--- config.mk ---
export PLATFORM = sky130hd
export DESIGN_NAME = gtc_timer
export DESIGN_NICKNAME = d
export VERILOG_FILES = /design/src/rtl/gtc_pkg.sv /design/src/rtl/gtc_in_sync.sv /design/src/rtl/gtc_timer.sv
export SDC_FILE = /design/constraint.sdc
export NUM_CORES = 1
export LEC_CHECK = 0
export ABC_AREA = 1
export BUFFER_PORTS_ARGS = -buffer_cell sky130_fd_sc_hd__buf_2
export CAP_MARGIN = 20
export CORE_MARGIN = 2
export CORE_UTILIZATION = 58
export DETAILED_ROUTE_END_ITERATION = 12
export PLACE_DENSITY = 0.76
export SLEW_MARGIN = 20
export SYNTH_ARGS = -nofsm -noshare
export SYNTH_HDL_FRONTEND = slang
export SYNTH_SLANG_ARGS = --single-unit
--- constraint.sdc ---
create_clock -name i_ref_clk -period 1.57 [get_ports i_ref_clk]
set_input_delay 0.157 -clock i_ref_clk [delete_from_list [all_inputs] [get_ports i_ref_clk]]
set_output_delay 0.157 -clock i_ref_clk [all_outputs]
set_load 0.05 [all_outputs]
--- src/rtl/gtc_pkg.sv ---
/*
 * Package for the gated timer control block: register offsets, field
 * positions, reset values and prescale encodings.
 * Assumes a single 100 MHz clock domain and a plain strobe register port.
 */
package gtc_pkg;

	localparam int unsigned GTC_ADDR_W = 3;
	localparam int unsigned GTC_DATA_W = 8;

	// Register offsets
	localparam logic [2:0] GTC_OFF_TIMER_CONTROL = 3'h0;
	localparam logic [2:0] GTC_OFF_COUNT_LOW     = 3'h1;
	localparam logic [2:0] GTC_OFF_COUNT_HIGH    = 3'h2;
	localparam logic [2:0] GTC_OFF_GATE_SOURCE   = 3'h3;
	localparam logic [2:0] GTC_OFF_IRQ_STATUS    = 3'h4;
	localparam logic [2:0] GTC_OFF_IRQ_MASK      = 3'h5;

	// Field positions of timer_control
	localparam int unsigned GTC_BIT_TIMER_RUN     = 0;
	localparam int unsigned GTC_BIT_CLK_SOURCE    = 1;
	localparam int unsigned GTC_BIT_ASYNC_INPUT   = 2;
	localparam int unsigned GTC_BIT_LP_OSC_EN     = 3;
	localparam int unsigned GTC_BIT_PRESCALE_LO   = 4;
	localparam int unsigned GTC_BIT_GATE_ENABLE   = 6;
	localparam int unsigned GTC_BIT_GATE_INVERT   = 7;
	// Field positions of gate_source_config
	localparam int unsigned GTC_BIT_COMP_SYNC     = 0;
	localparam int unsigned GTC_BIT_GATE_SOURCE   = 1;
	// Field positions of irq status and mask
	localparam int unsigned GTC_BIT_OVERFLOW      = 0;

	// Reset values
	localparam logic [7:0] GTC_RST_TIMER_CONTROL = 8'h00;
	localparam logic [7:0] GTC_RST_GATE_SOURCE   = 8'h02;
	localparam logic [7:0] GTC_RST_IRQ_MASK      = 8'h00;
	localparam logic [15:0] GTC_RST_COUNT        = 16'h0000;
	localparam logic [15:0] GTC_COUNT_MAX        = 16'hFFFF;

	// Prescale encodings
	typedef enum logic [1:0] {
		GTC_DIV1 = 2'b00,
		GTC_DIV2 = 2'b01,
		GTC_DIV4 = 2'b10,
		GTC_DIV8 = 2'b11
	} gtc_prescale_t;

	localparam logic [2:0] GTC_PRESCALE_MASK_DIV1 = 3'h0;
	localparam logic [2:0] GTC_PRESCALE_MASK_DIV2 = 3'h1;
	localparam logic [2:0] GTC_PRESCALE_MASK_DIV4 = 3'h3;
	localparam logic [2:0] GTC_PRESCALE_MASK_DIV8 = 3'h7;

	// Decoded view of timer_control
	typedef struct packed {
		logic          gate_polarity_invert;
		logic          gate_enable_bit;
		gtc_prescale_t prescale_select;
		logic          lowpower_osc_enable;
		logic          async_input_select;
		logic          clock_source_select;
		logic          timer_run;
	} gtc_ctrl_t;

	// Register port request
	typedef struct packed {
		logic [2:0] addr;
		logic [7:0] wdata;
		logic       wr;
		logic       rd;
	} gtc_req_t;

endpackage

--- src/rtl/gtc_in_sync.sv ---
/*
 * Three-stage synchroniser with agreement filter for pin inputs.
 * Assumes the input is asynchronous to i_ref_clk.
 */
`timescale 1ns/1ps
`default_nettype none
module gtc_in_sync
	import gtc_pkg::*;
#(
	parameter int unsigned WIDTH = 1
)
(
	input  wire logic             i_ref_clk,
	input  wire logic             i_reset_n,
	input  wire logic [WIDTH-1:0] i_async,
	output logic      [WIDTH-1:0] o_sync
);

	logic [WIDTH-1:0] s1_q;
	logic [WIDTH-1:0] s2_q;
	logic [WIDTH-1:0] s3_q;
	logic [WIDTH-1:0] out_q;
	logic [WIDTH-1:0] out_d;

	always_comb
	begin
		out_d = out_q;
		for (int i = 0; i < WIDTH; i++)
		begin
			if (s2_q[i] == s3_q[i])
			begin
				out_d[i] = s3_q[i];
			end
		end
	end

	always_ff @(posedge i_ref_clk or negedge i_reset_n)
	begin
		if (!i_reset_n)
		begin
			s1_q  <= '0;
			s2_q  <= '0;
			s3_q  <= '0;
			out_q <= '0;
		end
		else
		begin
			s1_q  <= i_async;
			s2_q  <= s1_q;
			s3_q  <= s2_q;
			out_q <= out_d;
		end
	end

	assign o_sync = out_q;

endmodule
`default_nettype wire

--- src/rtl/gtc_timer.sv ---
/*
 * Gated 16-bit timer/counter: control and gate source registers, prescaler,
 * counter bytes and a masked overflow interrupt.
 * Assumes one clock; instruction clock tick and oscillator mode come from the core.
 */
// Summary of operation
// - Timer counts only while the run bit (bit 0) is set.
// - Gate enable bit is ignored while the run bit is clear.
// - Prescale field 00/01/10/11 divides by 1/2/4/8.
// - With internal oscillator without clock output, bit 3 switches low-power oscillator.
// - In other oscillator configurations the low-power oscillator bit is ignored.
// - Besides the gate pin, only the second comparator output may serve as gate source.
// - Clock source bit 0 counts instruction clock, 1 counts external pin.
// - Async select bit passes external input unsynchronised to counter.
// - Pin or comparator gates counting only when gate enable is set.
// - Gate polarity bit inverts gate, counting while gate high.
`timescale 1ns/1ps
`default_nettype none
module gtc_timer
	import gtc_pkg::*;
(
	input  wire logic       i_ref_clk,
	input  wire logic       i_reset_n,
	input  wire logic [2:0] i_addr,
	input  wire logic [7:0] i_wdata,
	input  wire logic       i_wr,
	input  wire logic       i_rd,
	output logic      [7:0] o_rdata,
	input  wire logic       i_instr_tick,
	input  wire logic       i_internal_oscillator_no_clock_output_pin,
	input  wire logic       i_external_count_pin,
	input  wire logic       i_lowpower_osc_clk,
	input  wire logic       i_gate_pin_n,
	input  wire logic       i_second_comparator_output,
	output logic            o_lowpower_osc_on,
	output logic            o_overflow_pulse,
	output logic            o_irq
);

	gtc_req_t  req;
	gtc_ctrl_t ctrl;

	logic [7:0]  ctrl_q;
	logic [7:0]  ctrl_d;
	logic [7:0]  gsrc_q;
	logic [7:0]  gsrc_d;
	logic [15:0] count_q;
	logic [15:0] count_d;
	logic [2:0]  pre_q;
	logic [2:0]  pre_d;
	logic        ext_prev_q;
	logic        ext_prev_d;
	logic        stat_q;
	logic        stat_d;
	logic        mask_q;
	logic        mask_d;
	logic [7:0]  rdata_q;
	logic [7:0]  rdata_d;
	logic        ovf_q;
	logic        ovf_d;

	logic [2:0]  pin_sync;
	logic        ext_sel;
	logic        ext_level;
	logic        src_tick;
	logic        gate_raw;
	logic        gate_ok;
	logic        pre_tick;
	logic        inc;
	logic        osc_on;
	logic        count_wr;

	assign req  = '{addr: i_addr, wdata: i_wdata, wr: i_wr, rd: i_rd};
	assign ctrl = gtc_ctrl_t'(ctrl_q);

	function automatic logic [2:0] prescale_mask(input gtc_prescale_t sel);
		unique case (sel)
			GTC_DIV1: prescale_mask = GTC_PRESCALE_MASK_DIV1;
			GTC_DIV2: prescale_mask = GTC_PRESCALE_MASK_DIV2;
			GTC_DIV4: prescale_mask = GTC_PRESCALE_MASK_DIV4;
			GTC_DIV8: prescale_mask = GTC_PRESCALE_MASK_DIV8;
		endcase
	endfunction

	function automatic logic hit(input gtc_req_t r, input logic [2:0] off);
		hit = r.wr && (r.addr == off);
	endfunction

	// Pin inputs: external count, low-power oscillator, gate pin
	gtc_in_sync #(
		.WIDTH (3)
	) u_pin_sync (
		.i_ref_clk (i_ref_clk),
		.i_reset_n (i_reset_n),
		.i_async   ({i_gate_pin_n, i_lowpower_osc_clk, i_external_count_pin}),
		.o_sync    (pin_sync)
	);

	always_comb
	begin
		// Oscillator enable honoured only with internal oscillator w/o clock out
		osc_on = i_internal_oscillator_no_clock_output_pin && ctrl.lowpower_osc_enable;

		// Low-power oscillator replaces the pin as external source when on
		if (osc_on)
		begin
			ext_sel = i_lowpower_osc_clk;
		end
		else
		begin
			ext_sel = i_external_count_pin;
		end

		// Async mode samples the raw input once; edge detection on one clock
		// still needs a register, so async trades metastability margin for latency
		if (ctrl.async_input_select)
		begin
			ext_level = ext_sel;
		end
		else if (osc_on)
		begin
			ext_level = pin_sync[1];
		end
		else
		begin
			ext_level = pin_sync[0];
		end

		if (ctrl.clock_source_select)
		begin
			src_tick = ext_level && !ext_prev_q;
		end
		else
		begin
			src_tick = i_instr_tick;
		end

		// Gate pin is active low; comparator only from the second one
		if (gsrc_q[GTC_BIT_GATE_SOURCE])
		begin
			gate_raw = !pin_sync[2];
		end
		else
		begin
			gate_raw = !i_second_comparator_output;
		end
		// Uninverted gate counts while low; invert counts while high
		if (ctrl.gate_polarity_invert)
		begin
			gate_raw = !gate_raw;
		end
		gate_ok = !ctrl.gate_enable_bit || gate_raw;
		ext_prev_d = ext_level;
	end

	// Prescaler and counter; a count write wins over an increment
	always_comb
	begin

		count_wr = hit(req, GTC_OFF_COUNT_LOW) || hit(req, GTC_OFF_COUNT_HIGH);
		pre_tick = ctrl.timer_run && gate_ok && src_tick;
		pre_d    = pre_q;
		inc      = 1'b0;
		if (count_wr)
		begin
			pre_d = '0;
		end
		else if (pre_tick)
		begin
			if ((pre_q & prescale_mask(ctrl.prescale_select)) ==
				prescale_mask(ctrl.prescale_select))
			begin
				pre_d = '0;
				inc   = 1'b1;
			end
			else
			begin
				pre_d = pre_q + 3'd1;
			end
		end

		count_d = count_q;
		ovf_d   = 1'b0;
		if (hit(req, GTC_OFF_COUNT_LOW))
		begin
			count_d[7:0] = req.wdata;
		end
		else if (hit(req, GTC_OFF_COUNT_HIGH))
		begin
			count_d[15:8] = req.wdata;
		end
		else if (inc)
		begin
			count_d = count_q + 16'h0001;
			ovf_d   = (count_q == GTC_COUNT_MAX);
		end

	end

	// Configuration registers
	always_comb
	begin
		ctrl_d = hit(req, GTC_OFF_TIMER_CONTROL) ? req.wdata : ctrl_q;
		gsrc_d = gsrc_q;
		if (hit(req, GTC_OFF_GATE_SOURCE))
		begin
			gsrc_d = {6'h00, req.wdata[GTC_BIT_GATE_SOURCE],
				req.wdata[GTC_BIT_COMP_SYNC]};
		end
	end

	// Overflow status and mask; set wins over write-one-to-clear
	always_comb
	begin
		stat_d = stat_q;
		if (hit(req, GTC_OFF_IRQ_STATUS) && req.wdata[GTC_BIT_OVERFLOW])
		begin
			stat_d = 1'b0;
		end
		if (ovf_d)
		begin
			stat_d = 1'b1;
		end
		mask_d = hit(req, GTC_OFF_IRQ_MASK) ? req.wdata[GTC_BIT_OVERFLOW] : mask_q;
	end

	// Read data stand for one cycle only, zero otherwise
	always_comb
	begin
		rdata_d = '0;
		if (req.rd)
		begin
			unique case (req.addr)
				GTC_OFF_TIMER_CONTROL: rdata_d = ctrl_q;
				GTC_OFF_COUNT_LOW:     rdata_d = count_q[7:0];
				GTC_OFF_COUNT_HIGH:    rdata_d = count_q[15:8];
				GTC_OFF_GATE_SOURCE:   rdata_d = gsrc_q;
				GTC_OFF_IRQ_STATUS:    rdata_d = {7'h00, stat_q};
				GTC_OFF_IRQ_MASK:      rdata_d = {7'h00, mask_q};
				default:               rdata_d = '0;
			endcase
		end
	end

	// Low after reset, matching the idle level of the count inputs
	always_ff @(posedge i_ref_clk or negedge i_reset_n)
	begin
		if (!i_reset_n)
		begin
			ext_prev_q <= 1'b0;
		end
		else
		begin
			ext_prev_q <= ext_prev_d;
		end
	end

	always_ff @(posedge i_ref_clk or negedge i_reset_n)
	begin
		if (!i_reset_n)
		begin
			count_q <= GTC_RST_COUNT;
			pre_q   <= '0;
			ovf_q   <= 1'b0;
		end
		else
		begin
			count_q <= count_d;
			pre_q   <= pre_d;
			ovf_q   <= ovf_d;
		end
	end

	always_ff @(posedge i_ref_clk or negedge i_reset_n)
	begin
		if (!i_reset_n)
		begin
			ctrl_q <= GTC_RST_TIMER_CONTROL;
			gsrc_q <= GTC_RST_GATE_SOURCE;
		end
		else
		begin
			ctrl_q <= ctrl_d;
			gsrc_q <= gsrc_d;
		end
	end

	always_ff @(posedge i_ref_clk or negedge i_reset_n)
	begin
		if (!i_reset_n)
		begin
			stat_q <= 1'b0;
			mask_q <= GTC_RST_IRQ_MASK[GTC_BIT_OVERFLOW];
		end
		else
		begin
			stat_q <= stat_d;
			mask_q <= mask_d;
		end
	end

	always_ff @(posedge i_ref_clk or negedge i_reset_n)
	begin
		if (!i_reset_n)
		begin
			rdata_q <= '0;
		end
		else
		begin
			rdata_q <= rdata_d;
		end
	end

	assign o_rdata           = rdata_q;
	assign o_lowpower_osc_on = osc_on;
	assign o_overflow_pulse  = ovf_q;
	assign o_irq             = stat_q && mask_q;

endmodule
`default_nettype wire

; Word-level counts from Yosys, hierarchy flattened
; Index checks and enable logic that the tools add are counted.
[op_classes]
add_sub_neg = 2
n_eq_ne = 14
mux = 26
bitwise_logic = 2
reduce_logical = 27
[op_table]
columns = cell, n
row1 = $pmux W8 S6, 1
row2 = $mux W8, 4
row3 = $add A16 B1 Y16 const B, 1
row4 = $eq A16 B16 Y1 const B, 1
row5 = $mux W16, 1
row6 = $mux W3, 5
row7 = $mux W1, 14
row8 = $logic_and A1 B1 Y1, 12
row9 = $pmux W3 S4, 1
row10 = $reduce_bool A2 Y1, 4
row11 = $eq A3 B2 Y1 const B, 2
row12 = $eq A3 B3 Y1 const B, 2
row13 = $logic_not A1 Y1, 5
row14 = $eq A2 B2 Y1 const B, 2
row15 = $reduce_and A2 Y1, 2
row16 = $add A3 B1 Y3 const B, 1
row17 = $and A3 B3 Y3, 1
row18 = $eq A1 B1 Y1, 3
row19 = $eq A3 B1 Y1 const B, 1
row20 = $eq A3 B3 Y1, 1
row21 = $logic_not A3 Y1, 1
row22 = $eq A2 B1 Y1 const B, 1
row23 = $logic_not A2 Y1, 1
row24 = $logic_or A1 B1 Y1, 2
row25 = 2 further kinds, 2
[totals]
regBits = 53
in_bits = 21
wordCells = 87

; Longest topological paths before layout
; Gate-level depths: netlist (run 1).
[depth]
word_depth = 18
depth_mapped = 12
mapped_depth_nobuf = 11

; Modules after synthesis
; A second synthesis (run 1) with hierarchy kept.
[hier_totals]
hier_cells = 385
hier_area_um2 = 2847.7
[by_module_without_submodules]
columns = mod, instances, cells_per_inst, area_each_um2, seq_area_each_um2
row1 = gtc_timer, 1, 361, 2498.6, 1027.2
row2 = gtc_in_sync, 1, 24, 349.1, 300.3

; Worst setup path after synthesis (run 1)
; No wires, ideal clock.
[synth_path]
kind = register -> register
start = reg count_q[0]
end = reg stat_q
arrival_ns = 1.301
path_slack_ns = 0.193
path_stages_with_launch = 10
n_path_buf = 0
period_less_slack_ns = 1.377
path_cell_list = dfrtp_1 > ha_1 > nand2_1 > nor2_1 > nand2_1 > nor2_1 > nand2_1 > nor3_1 > nand2_1 > o21ai_1
[synth_between]
elab_chain_cells = 5
elab_cells_between_ends = 6
cone_classes = 1 x eq/ne / 4 x mux / 1 x reduce/logical
[synth_rtl]
columns = item, line_no
row1 = from (decl), gtc_timer.sv:47  ; logic [15:0] count_q;
row2 = from (signal assigned), gtc_timer.sv:268  ; count_q <= count_d;
row3 = $eq A16 B16 Y1 *, gtc_timer.sv:195  ; ovf_d = (count_q == GTC_COUNT_MAX);
row4 = $mux W1 *, gtc_timer.sv:192  ; else if (inc)
row5 = $mux W1 *, gtc_timer.sv:188  ; else if (hit(req, GTC_OFF_COUNT_HIGH))
row6 = $mux W1 *, gtc_timer.sv:184  ; if (hit(req, GTC_OFF_COUNT_LOW))
row7 = $mux W1 or $reduce_bool A2 Y1 (tied branches), n/a
row8 = to (signal assigned), gtc_timer.sv:297  ; stat_q <= stat_d;
row9 = to (decl), gtc_timer.sv:53  ; logic stat_q;
; Every way passes the cells marked *; elsewhere a longest branch is shown, timed or not.
; A chain may end at the register's enable or synchronous reset.

; Worst setup path in the final report (run 1)
[layout_path]
start = reg gsrc_q[1]
end = reg count_q[3]
[layout_between]
elab_chain_cells = 10
[layout_rtl]
columns = item, line_no
row1 = from (decl), gtc_timer.sv:45  ; logic [7:0] gsrc_q;
row2 = from (signal assigned), gtc_timer.sv:284  ; gsrc_q <= gsrc_d;
row3 = $mux W1 *, gtc_timer.sv:139  ; if (gsrc_q[GTC_BIT_GATE_SOURCE])
row4 = $logic_not A1 Y1, gtc_timer.sv:150  ; gate_raw = !gate_raw;
row5 = $mux W1 *, gtc_timer.sv:148  ; if (ctrl.gate_polarity_invert)
row6 = $logic_or A1 B1 Y1 *, gtc_timer.sv:152  ; gate_ok = !ctrl.gate_enable_bit || gate_raw;
row7 = $logic_and A1 B1 Y1 * (2 in a row), gtc_timer.sv:161  ; pre_tick = ctrl.timer_run && gate_ok && src_tick;
row8 = $mux W1 *, gtc_timer.sv:168  ; else if (pre_tick)
row9 = $mux W1 *, gtc_timer.sv:164  ; if (count_wr)
row10 = $reduce_bool A2 Y1 (no source line) *, n/a
row11 = $reduce_and A2 Y1 (no source line) *, n/a
; Marked as above.

==> out/metrics.cfg, run 1 <==
[pwr]
swShare_pct=39.5
clockPowerShare_pct=19.1
p_leak_nw=1.80
p_total_w=0.00425
combPwrFrac_pct=33.8
peakVddDrop_v=0.000803
power.switching_w=0.00168
pwr_density_cell_mw_per_mm2=1230
internal_power_w=0.00257
seqPwrFrac_pct=47.1

[cts]
cts_tree=built
htreeDepth=2
cts-buffers-inserted=5
worst_skew_pair.late_latency_ns=0.31
cts_sinks=53
clock_path_buffers=2
ctsRootBufferMaster=clkbuf_8
cts.clk_slew.worst_paths_ns=0.09

[sta]
post-route-min-period_ns=1.59
skew_ns=0.00524
hold_slack_ns=0.116
finalHoldViolCount=0
worst_slew_pin_slew_ns=0.467
setup_tns_ns=-0.0243
fmax_ghz=0.627
drv_slew=0
rsz0062_at_grt=yes
fin_crit_sh_pct=102
fin_ws_ns=-0.0243
setup_viol=1
max_slew_margin_pct=68.9

[floorplanning]
die_h_um=74.0
die_area_mm2=0.00548
core-area_mm2=0.00472
row_count=25
io_pins=32
start_util_pct=60.2
dieWidth_um=74.0

[setup_path]
crit_type=register to register
crit_path_start_kind=register
cp.required_ns=1.78
cp.arrival_ns=1.80
cp-end-kind=register
crit_fanout=8

[drt]
viasPerCell=5.40
wl_met2_um=3460
drc=0
met3_length_um=495
drtIter0Drc=187
highest_layer=met4
routed_wl_um=7170
first_pass_iters=5
vias=2672
detail-route-antenna-nets=0
route.detailed.wl_per_inst_um=14.5
wl_met1_um=3040

[finish]
antenna_cells=0
nets=450
syn_to_final_growth_pct=21.3
nFillCells=395
final_core_util_pct=73.1
drive_gt1_share_pct=24.5

[global_routing]
grtUsageTotal_pct=27.4
grt_overflow=0
grt_pass1_wl_um=11400
antenna_found_initial=0
first_global_vias=2430
grt_start_max_net_pins=28

[yosys]
syn_nets=398
yosysTopAreaCell=dfrtp_1
yosysTopAreaCellShare_pct=45.7
synth.avg_cell_area_um2=7.59
synth-main-ff-cell=dfrtp_1
ys_seq_area_share_pct=46.7
synth_cell_types=30
synth_edf_count=0
synth.area.top_cells=dfrtp_1, nand2_1, nand3_1
synthArstFlopShare_pct=100
ys_warn_count=0
netlist_area_mm2=0.00285
ys_seq_elements=53
synthCells=375

[placement]
post-place-ws_ns=-0.0109
dp_hpwl_um=5250
numPortBuffers=31
gp_congestion=0.994

[min_path]
holdCritPathClass=input port to register

[flow_run]
drv_cap=0

[run_status]
outcome=finished, violations left
failed_checks=negative setup slack

[synthesized netlist by cell type, types with 4 or more instances]
cell	instances
nand2_2	10
nand3_1	45
o21ai_0	23
nand2_1	117
xor2_1	4
nor2_1	26
o21ai_1	11
dfrtp_1	52
a21oi_1	4
inv_1	44
o221ai_1	4
[cells by family (layout without fill, tap and decap cells)]
logic type      Yosys count  in the layout  synth area share (%)
xor+xnor                  4              4                  1.23
simple gates            213            213                  33.6
flops                    53             53                  46.7
mux                       1              1                 0.352
buf+inv                  54            107                  7.52
fa+ha+maj                 5              5                  1.93
compound gates           45             45                  8.66
[worst max-delay path: stages, from the launching register on]
cell	delay [ns]
dfstp_2	0.57
inv_2	0.04
nand2_2	0.06
nand2_1	0.05
nand2_1	0.06
nand3_2	0.06
nand2_2	0.08
inv_2	0.05
nand3_4	0.11
buf_12	0.16
nand2_8	0.08
nand2_1	0.10
nand2_1	0.06
[metal layers]
metal	global-route usage (%)	vias to the layer above
met3	6.23	25
met2	43.5	108
met5	0	-
li1	-	1311
met4	9.90	0
met1	37.3	1228
[path summary, 6_finish.rpt]
check / cells past startpoint / from / slack, ns / end
hold reg to reg: 0 / u_pin_sync.s1_q[1] / 0.36 / u_pin_sync.s2_q[1]
hold / removal: 3 / i_wdata[7] / 0.12 / ctrl[7]
min in group asynchronous: 2 / i_reset_n / 0.32 / u_pin_sync.o_sync[1]
max in group asynchronous: 3 / i_reset_n / 0.74 / ctrl[3]
setup reg to reg: 12 / gsrc_q[1] / -0.02 / count_q[3]
setup / recovery: 12 / gsrc_q[1] / -0.02 / count_q[3]
[registers in the layout, summed over array words and instances (netlist names)]
name and count:
count_q 16, ctrl 8, ext_prev_q 1, gsrc_q 2, mask_q 1, o_overflow_pulse 1
o_rdata 8, pre_q 3, stat_q 1, u_pin_sync.o_sync 3, u_pin_sync.s1_q 3, u_pin_sync.s2_q 3
u_pin_sync.s3_q 3
[power groups by stage]
stage,combinational (W),clock (W),sequential (W)
floorplan,0.000849,0,0.00198
global placement,0.00126,0,0.00200
detailed placement,0.00130,0,0.00200
CTS,0.00132,0.000818,0.00197
global route,0.00161,0.000887,0.00204
finish,0.00144,0.000811,0.00200
[per-stage QoR]
| stage | area [um^2] | instances |
|---|---|---|
| detailed placement | 3180 | 480 |
| floorplan | 2850 | 375 |
| global placement | 3180 | 480 |
| global route | 3450 | 495 |
| CTS | 3320 | 492 |
| finish | 3450 | 495 |
[layout by cell type, fill, tap and decap left out, drive strengths merged, types with 8 or more instances in the layout]
cell,synthesis,layout
dfrtp,52,52
buf,4,46
inv,47,47
nand3,46,46
nor2,28,28
nand2,131,131
o21ai,34,34
clkbuf,3,8
[cell type report]
class	instances	area [um^2]	share of cell area, %
well taps	67	83.8	2.43
inverters	47	176	5.11
clock inverters	2	13.8	0.399
multi-input cells	268	1380	40.1
flip-flops and latches	53	1330	38.5
repair buffers	52	383	11.1
clock buffers	6	82.6	2.39
[what timing repair did]
| action | 4_1_cts | 5_1_grt |
|---|---|---|
| hold endpoints to repair | 20 | 0 |
| setup endpoints to repair | 10 | 21 |
| resized for setup | 3 | 26 |
| buffers inserted | 0 | 1 |
| hold buffers | 4 | 0 |
| gates cloned | 0 | 2 |
| pin swaps | 0 | 7 |
Power figures use the tool's default switching activity.
==> inputs of run 2 (changes only) <==
--- a/config.mk
+++ b/config.mk
@@ -15,4 +15,5 @@
 export SLEW_MARGIN = 20
 export SYNTH_ARGS = -nofsm -noshare
 export SYNTH_HDL_FRONTEND = slang
+export SYNTH_HIERARCHICAL = 1
 export SYNTH_SLANG_ARGS = --single-unit
==> run 2 against run 1 <==
  * Clock power shrank 4.9%
  * Cell area shrank 0.72%
  * Utilization shrank 0.53 points
  * Sequential share of layout area grew 0.24 points
  * Critical path depth shrank 1
  * Non-clock buffer count shrank 1
  * Worst setup slack gained 0.084 ns
  * Critical endpoint is now count_q[4]
  * Largest cell class unchanged
  * The flow now finishes without violations
  * Worst hold slack gained 0.024 ns
==> out/metrics.cfg, run 2 <==
[setup_path]
cp.required_ns=1.82  ; +0.04 ns
crit_path_start_kind=register
r2r_start=gsrc_q[1]
r2r_end=count_q[4]
crit_fanout=8  ; unchanged
crit_type=register to register
cp.arrival_ns=1.76  ; -0.04 ns
r2r_slack_ns=0.06  ; +0.08 ns
cp-end-kind=register
r2r_cells=11  ; -1

[sta]
skew_ns=0.00625  ; +0.00101 ns
post-route-min-period_ns=1.51  ; -0.0835 ns
finalHoldViolCount=0  ; unchanged
drv_slew=0  ; unchanged
worst_slew_pin_slew_ns=0.384  ; -0.0824 ns
rsz0062_at_grt=yes
fmax_ghz=0.662  ; +5.5%
setup_viol=0  ; -1
max_slew_margin_pct=74.2  ; +5.3 points
fin_crit_sh_pct=96.2  ; -5.3 points

[floorplanning]
start_util_pct=60.3  ; about the same
die_h_um=74.1  ; about the same
die_area_mm2=0.00549  ; about the same
io_pins=32  ; unchanged
core-area_mm2=0.00472  ; unchanged
row_count=25  ; unchanged
dieWidth_um=74.1  ; about the same

[global_routing]
grtUsageTotal_pct=26.8  ; -0.64 points
grt_pass1_wl_um=11200  ; -1.8%
use_met1_pct=35.7  ; -1.6 points
grt_start_max_net_pins=54  ; +93%
top_usage_layer=met2
grtUsageMet2_pct=43.6  ; +0.099 points
antenna_found_initial=0  ; unchanged
first_global_vias=2513  ; +3.4%
grt_overflow=0  ; unchanged
met3_usage_pct=4.07  ; -2.2 points

[pwr]
peakVddDrop_v=0.000773  ; -3.7%
p_leak_nw=1.79  ; -0.36%
power.switching_w=0.00164  ; -2.3%
clockPowerShare_pct=18.4  ; -0.7 points
combPwrFrac_pct=34.2  ; +0.4 points
pwr_density_cell_mw_per_mm2=1220  ; -0.69%
seqPwrFrac_pct=47.4  ; +0.3 points
swShare_pct=39.2  ; -0.34 points
internal_power_w=0.00255  ; -0.85%
p_total_w=0.00419  ; -1.4%

[yosys]
synth-main-ff-cell=dfrtp_1
syn_nets=408  ; +2.5%
netlist_area_mm2=0.00285  ; about the same
synth.area.top_cells=dfrtp_1, nand2_1, nand3_1
ys_seq_area_share_pct=46.6  ; about the same
synthArstFlopShare_pct=100  ; unchanged
ys_warn_count=6  ; +6
synth_edf_count=0  ; unchanged
synth.most_common_cell=nand2_1
synth_common_cells=nand2_1, dfrtp_1, inv_1
yosysTopAreaCell=dfrtp_1
synth.avg_cell_area_um2=7.40  ; -2.5%
synth_cell_types=30  ; unchanged
ys_seq_elements=53  ; unchanged
yosysTopAreaCellShare_pct=45.7  ; about the same
synthCells=385  ; +2.7%

[finish]
drive_gt1_share_pct=21.3  ; -3.2 points
regMostFlops=count_q
largest_reg_flops=16  ; unchanged
most-common-layout-cells=nand2_1, dfrtp_1, inv_1, nand3_1, o21ai_0
final_core_util_pct=72.6  ; -0.53 points
nets=458  ; +1.8%
antenna_cells=0  ; unchanged
final_common_cell=nand2_1
syn_to_final_growth_pct=20.3

[min_path]
whs_endpoint=o_rdata[3]
min_delay_path_depth=3  ; unchanged
hold_start=i_rd
holdCritPathClass=input port to register

[drt]
vias=2739  ; +2.5%
drtIter0Drc=196  ; +4.8%
viasPerCell=5.45  ; +0.88%
first_pass_iters=4  ; -1
routed_wl_um=7130  ; -0.52%
route.detailed.wl_per_inst_um=14.2  ; -2.1%
drc=0  ; unchanged
detail-route-antenna-nets=0  ; unchanged

[cts]
clock_path_buffers=2  ; unchanged
ctsRootBufferMaster=clkbuf_8
cts.clk_slew.worst_paths_ns=0.10  ; about the same
cts-buffers-inserted=5  ; unchanged
cts_sinks=53  ; unchanged
htreeDepth=2  ; unchanged
cts_tree=built
worst_skew_pair.late_latency_ns=0.31  ; about the same

[placement]
gp_congestion=1.00  ; +0.63%
dp_hpwl_um=4920  ; -6.2%
numPortBuffers=31  ; unchanged

[flow_run]
drv_cap=0  ; unchanged

[run_status]
outcome=finished, final reports clean

==> run 2: logic make-up after synthesis <==
family | share of synthesized area (%)
AOI/OAI and AO/OA | 9.23
xor gates and xnor gates | 1.23
buffers and inverters | 8.44
DFF | 46.6
and+or+nand+nor | 32.9
adders and majority gates | 0.879
muxes | 0.747
==> run 2: final cells by class <==
| type | instances | area, um^2 |
|---|---|---|
| repair buffers | 51 | 375 |
| clock buffers | 6 | 72.6 |
| well taps | 67 | 83.8 |
| clock inverters | 2 | 13.8 |
| flip-flops and latches | 53 | 1330 |
| fillers | 391 | 1300 |
| inverters | 51 | 191 |
| multi-input cells | 273 | 1360 |
==> run 2: critical path, cell delays in order (launching register included) <==
cell	delay, ns
dfstp_2	0.56
nand2_1	0.08
nand2_2	0.07
nand2_1	0.05
nand3_1	0.06
nand2_1	0.06
inv_2	0.08
nand3_4	0.11
buf_12	0.17
nand2_8	0.10
nand2_2	0.05
nand2_1	0.05
==> run 2: power by group through the flow <==
stage	combinational (W)	clock, W	sequential (W)
6_report	0.00143	0.000771	0.00198
5_1_grt	0.00161	0.000826	0.00203
4_1_cts	0.00129	0.000790	0.00197
3_5_place_dp	0.00128	0	0.00199
3_3_place_gp	0.00124	0	0.00197
2_1_floorplan	0.000831	0	0.00199
==> run 2: how the worst max path moves through the flow <==
stage | start | to
detailed placement | gsrc_q[1] | count_q[4]
global route | count_q[0] | count_q[11]
floorplan | count_q[0] | count_q[8]
global placement | count_q[1] | count_q[8]
finish | gsrc_q[1] | count_q[4]
CTS | gsrc_q[1] | count_q[12]
==> run 2: metrics by stage <==
step / setup TNS (ns) / setup WS [ns] / instances / instance area, um^2 / hold slack, ns
2_1_floorplan: 0 / 0.219 / 385 / 2850 / -0.139
3_3_place_gp: 0 / 0.108 / 488 / 3160 / 0.172
3_5_place_dp: 0 / 0.0536 / 488 / 3160 / 0.178
4_1_cts: 0 / 0.0327 / 500 / 3290 / 0.129
5_1_grt: -0.422 / -0.0412 / 503 / 3430 / 0.149
6_report: 0 / 0.0592 / 503 / 3430 / 0.140
==> run 2: what timing repair did <==
item | CTS | global route
endpoints found under the hold margin | 55 | 0
hold buffers | 4 | 0
endpoints found under the setup margin | 0 | 20
resized for setup | 0 | 31
setup buffers | 0 | 1
==> run 2: layer usage <==
metal,share of wire [%],wire (um)
met5,0,0
met4,4.2,298
met3,8.1,576
met2,47,3340
met1,41,2910
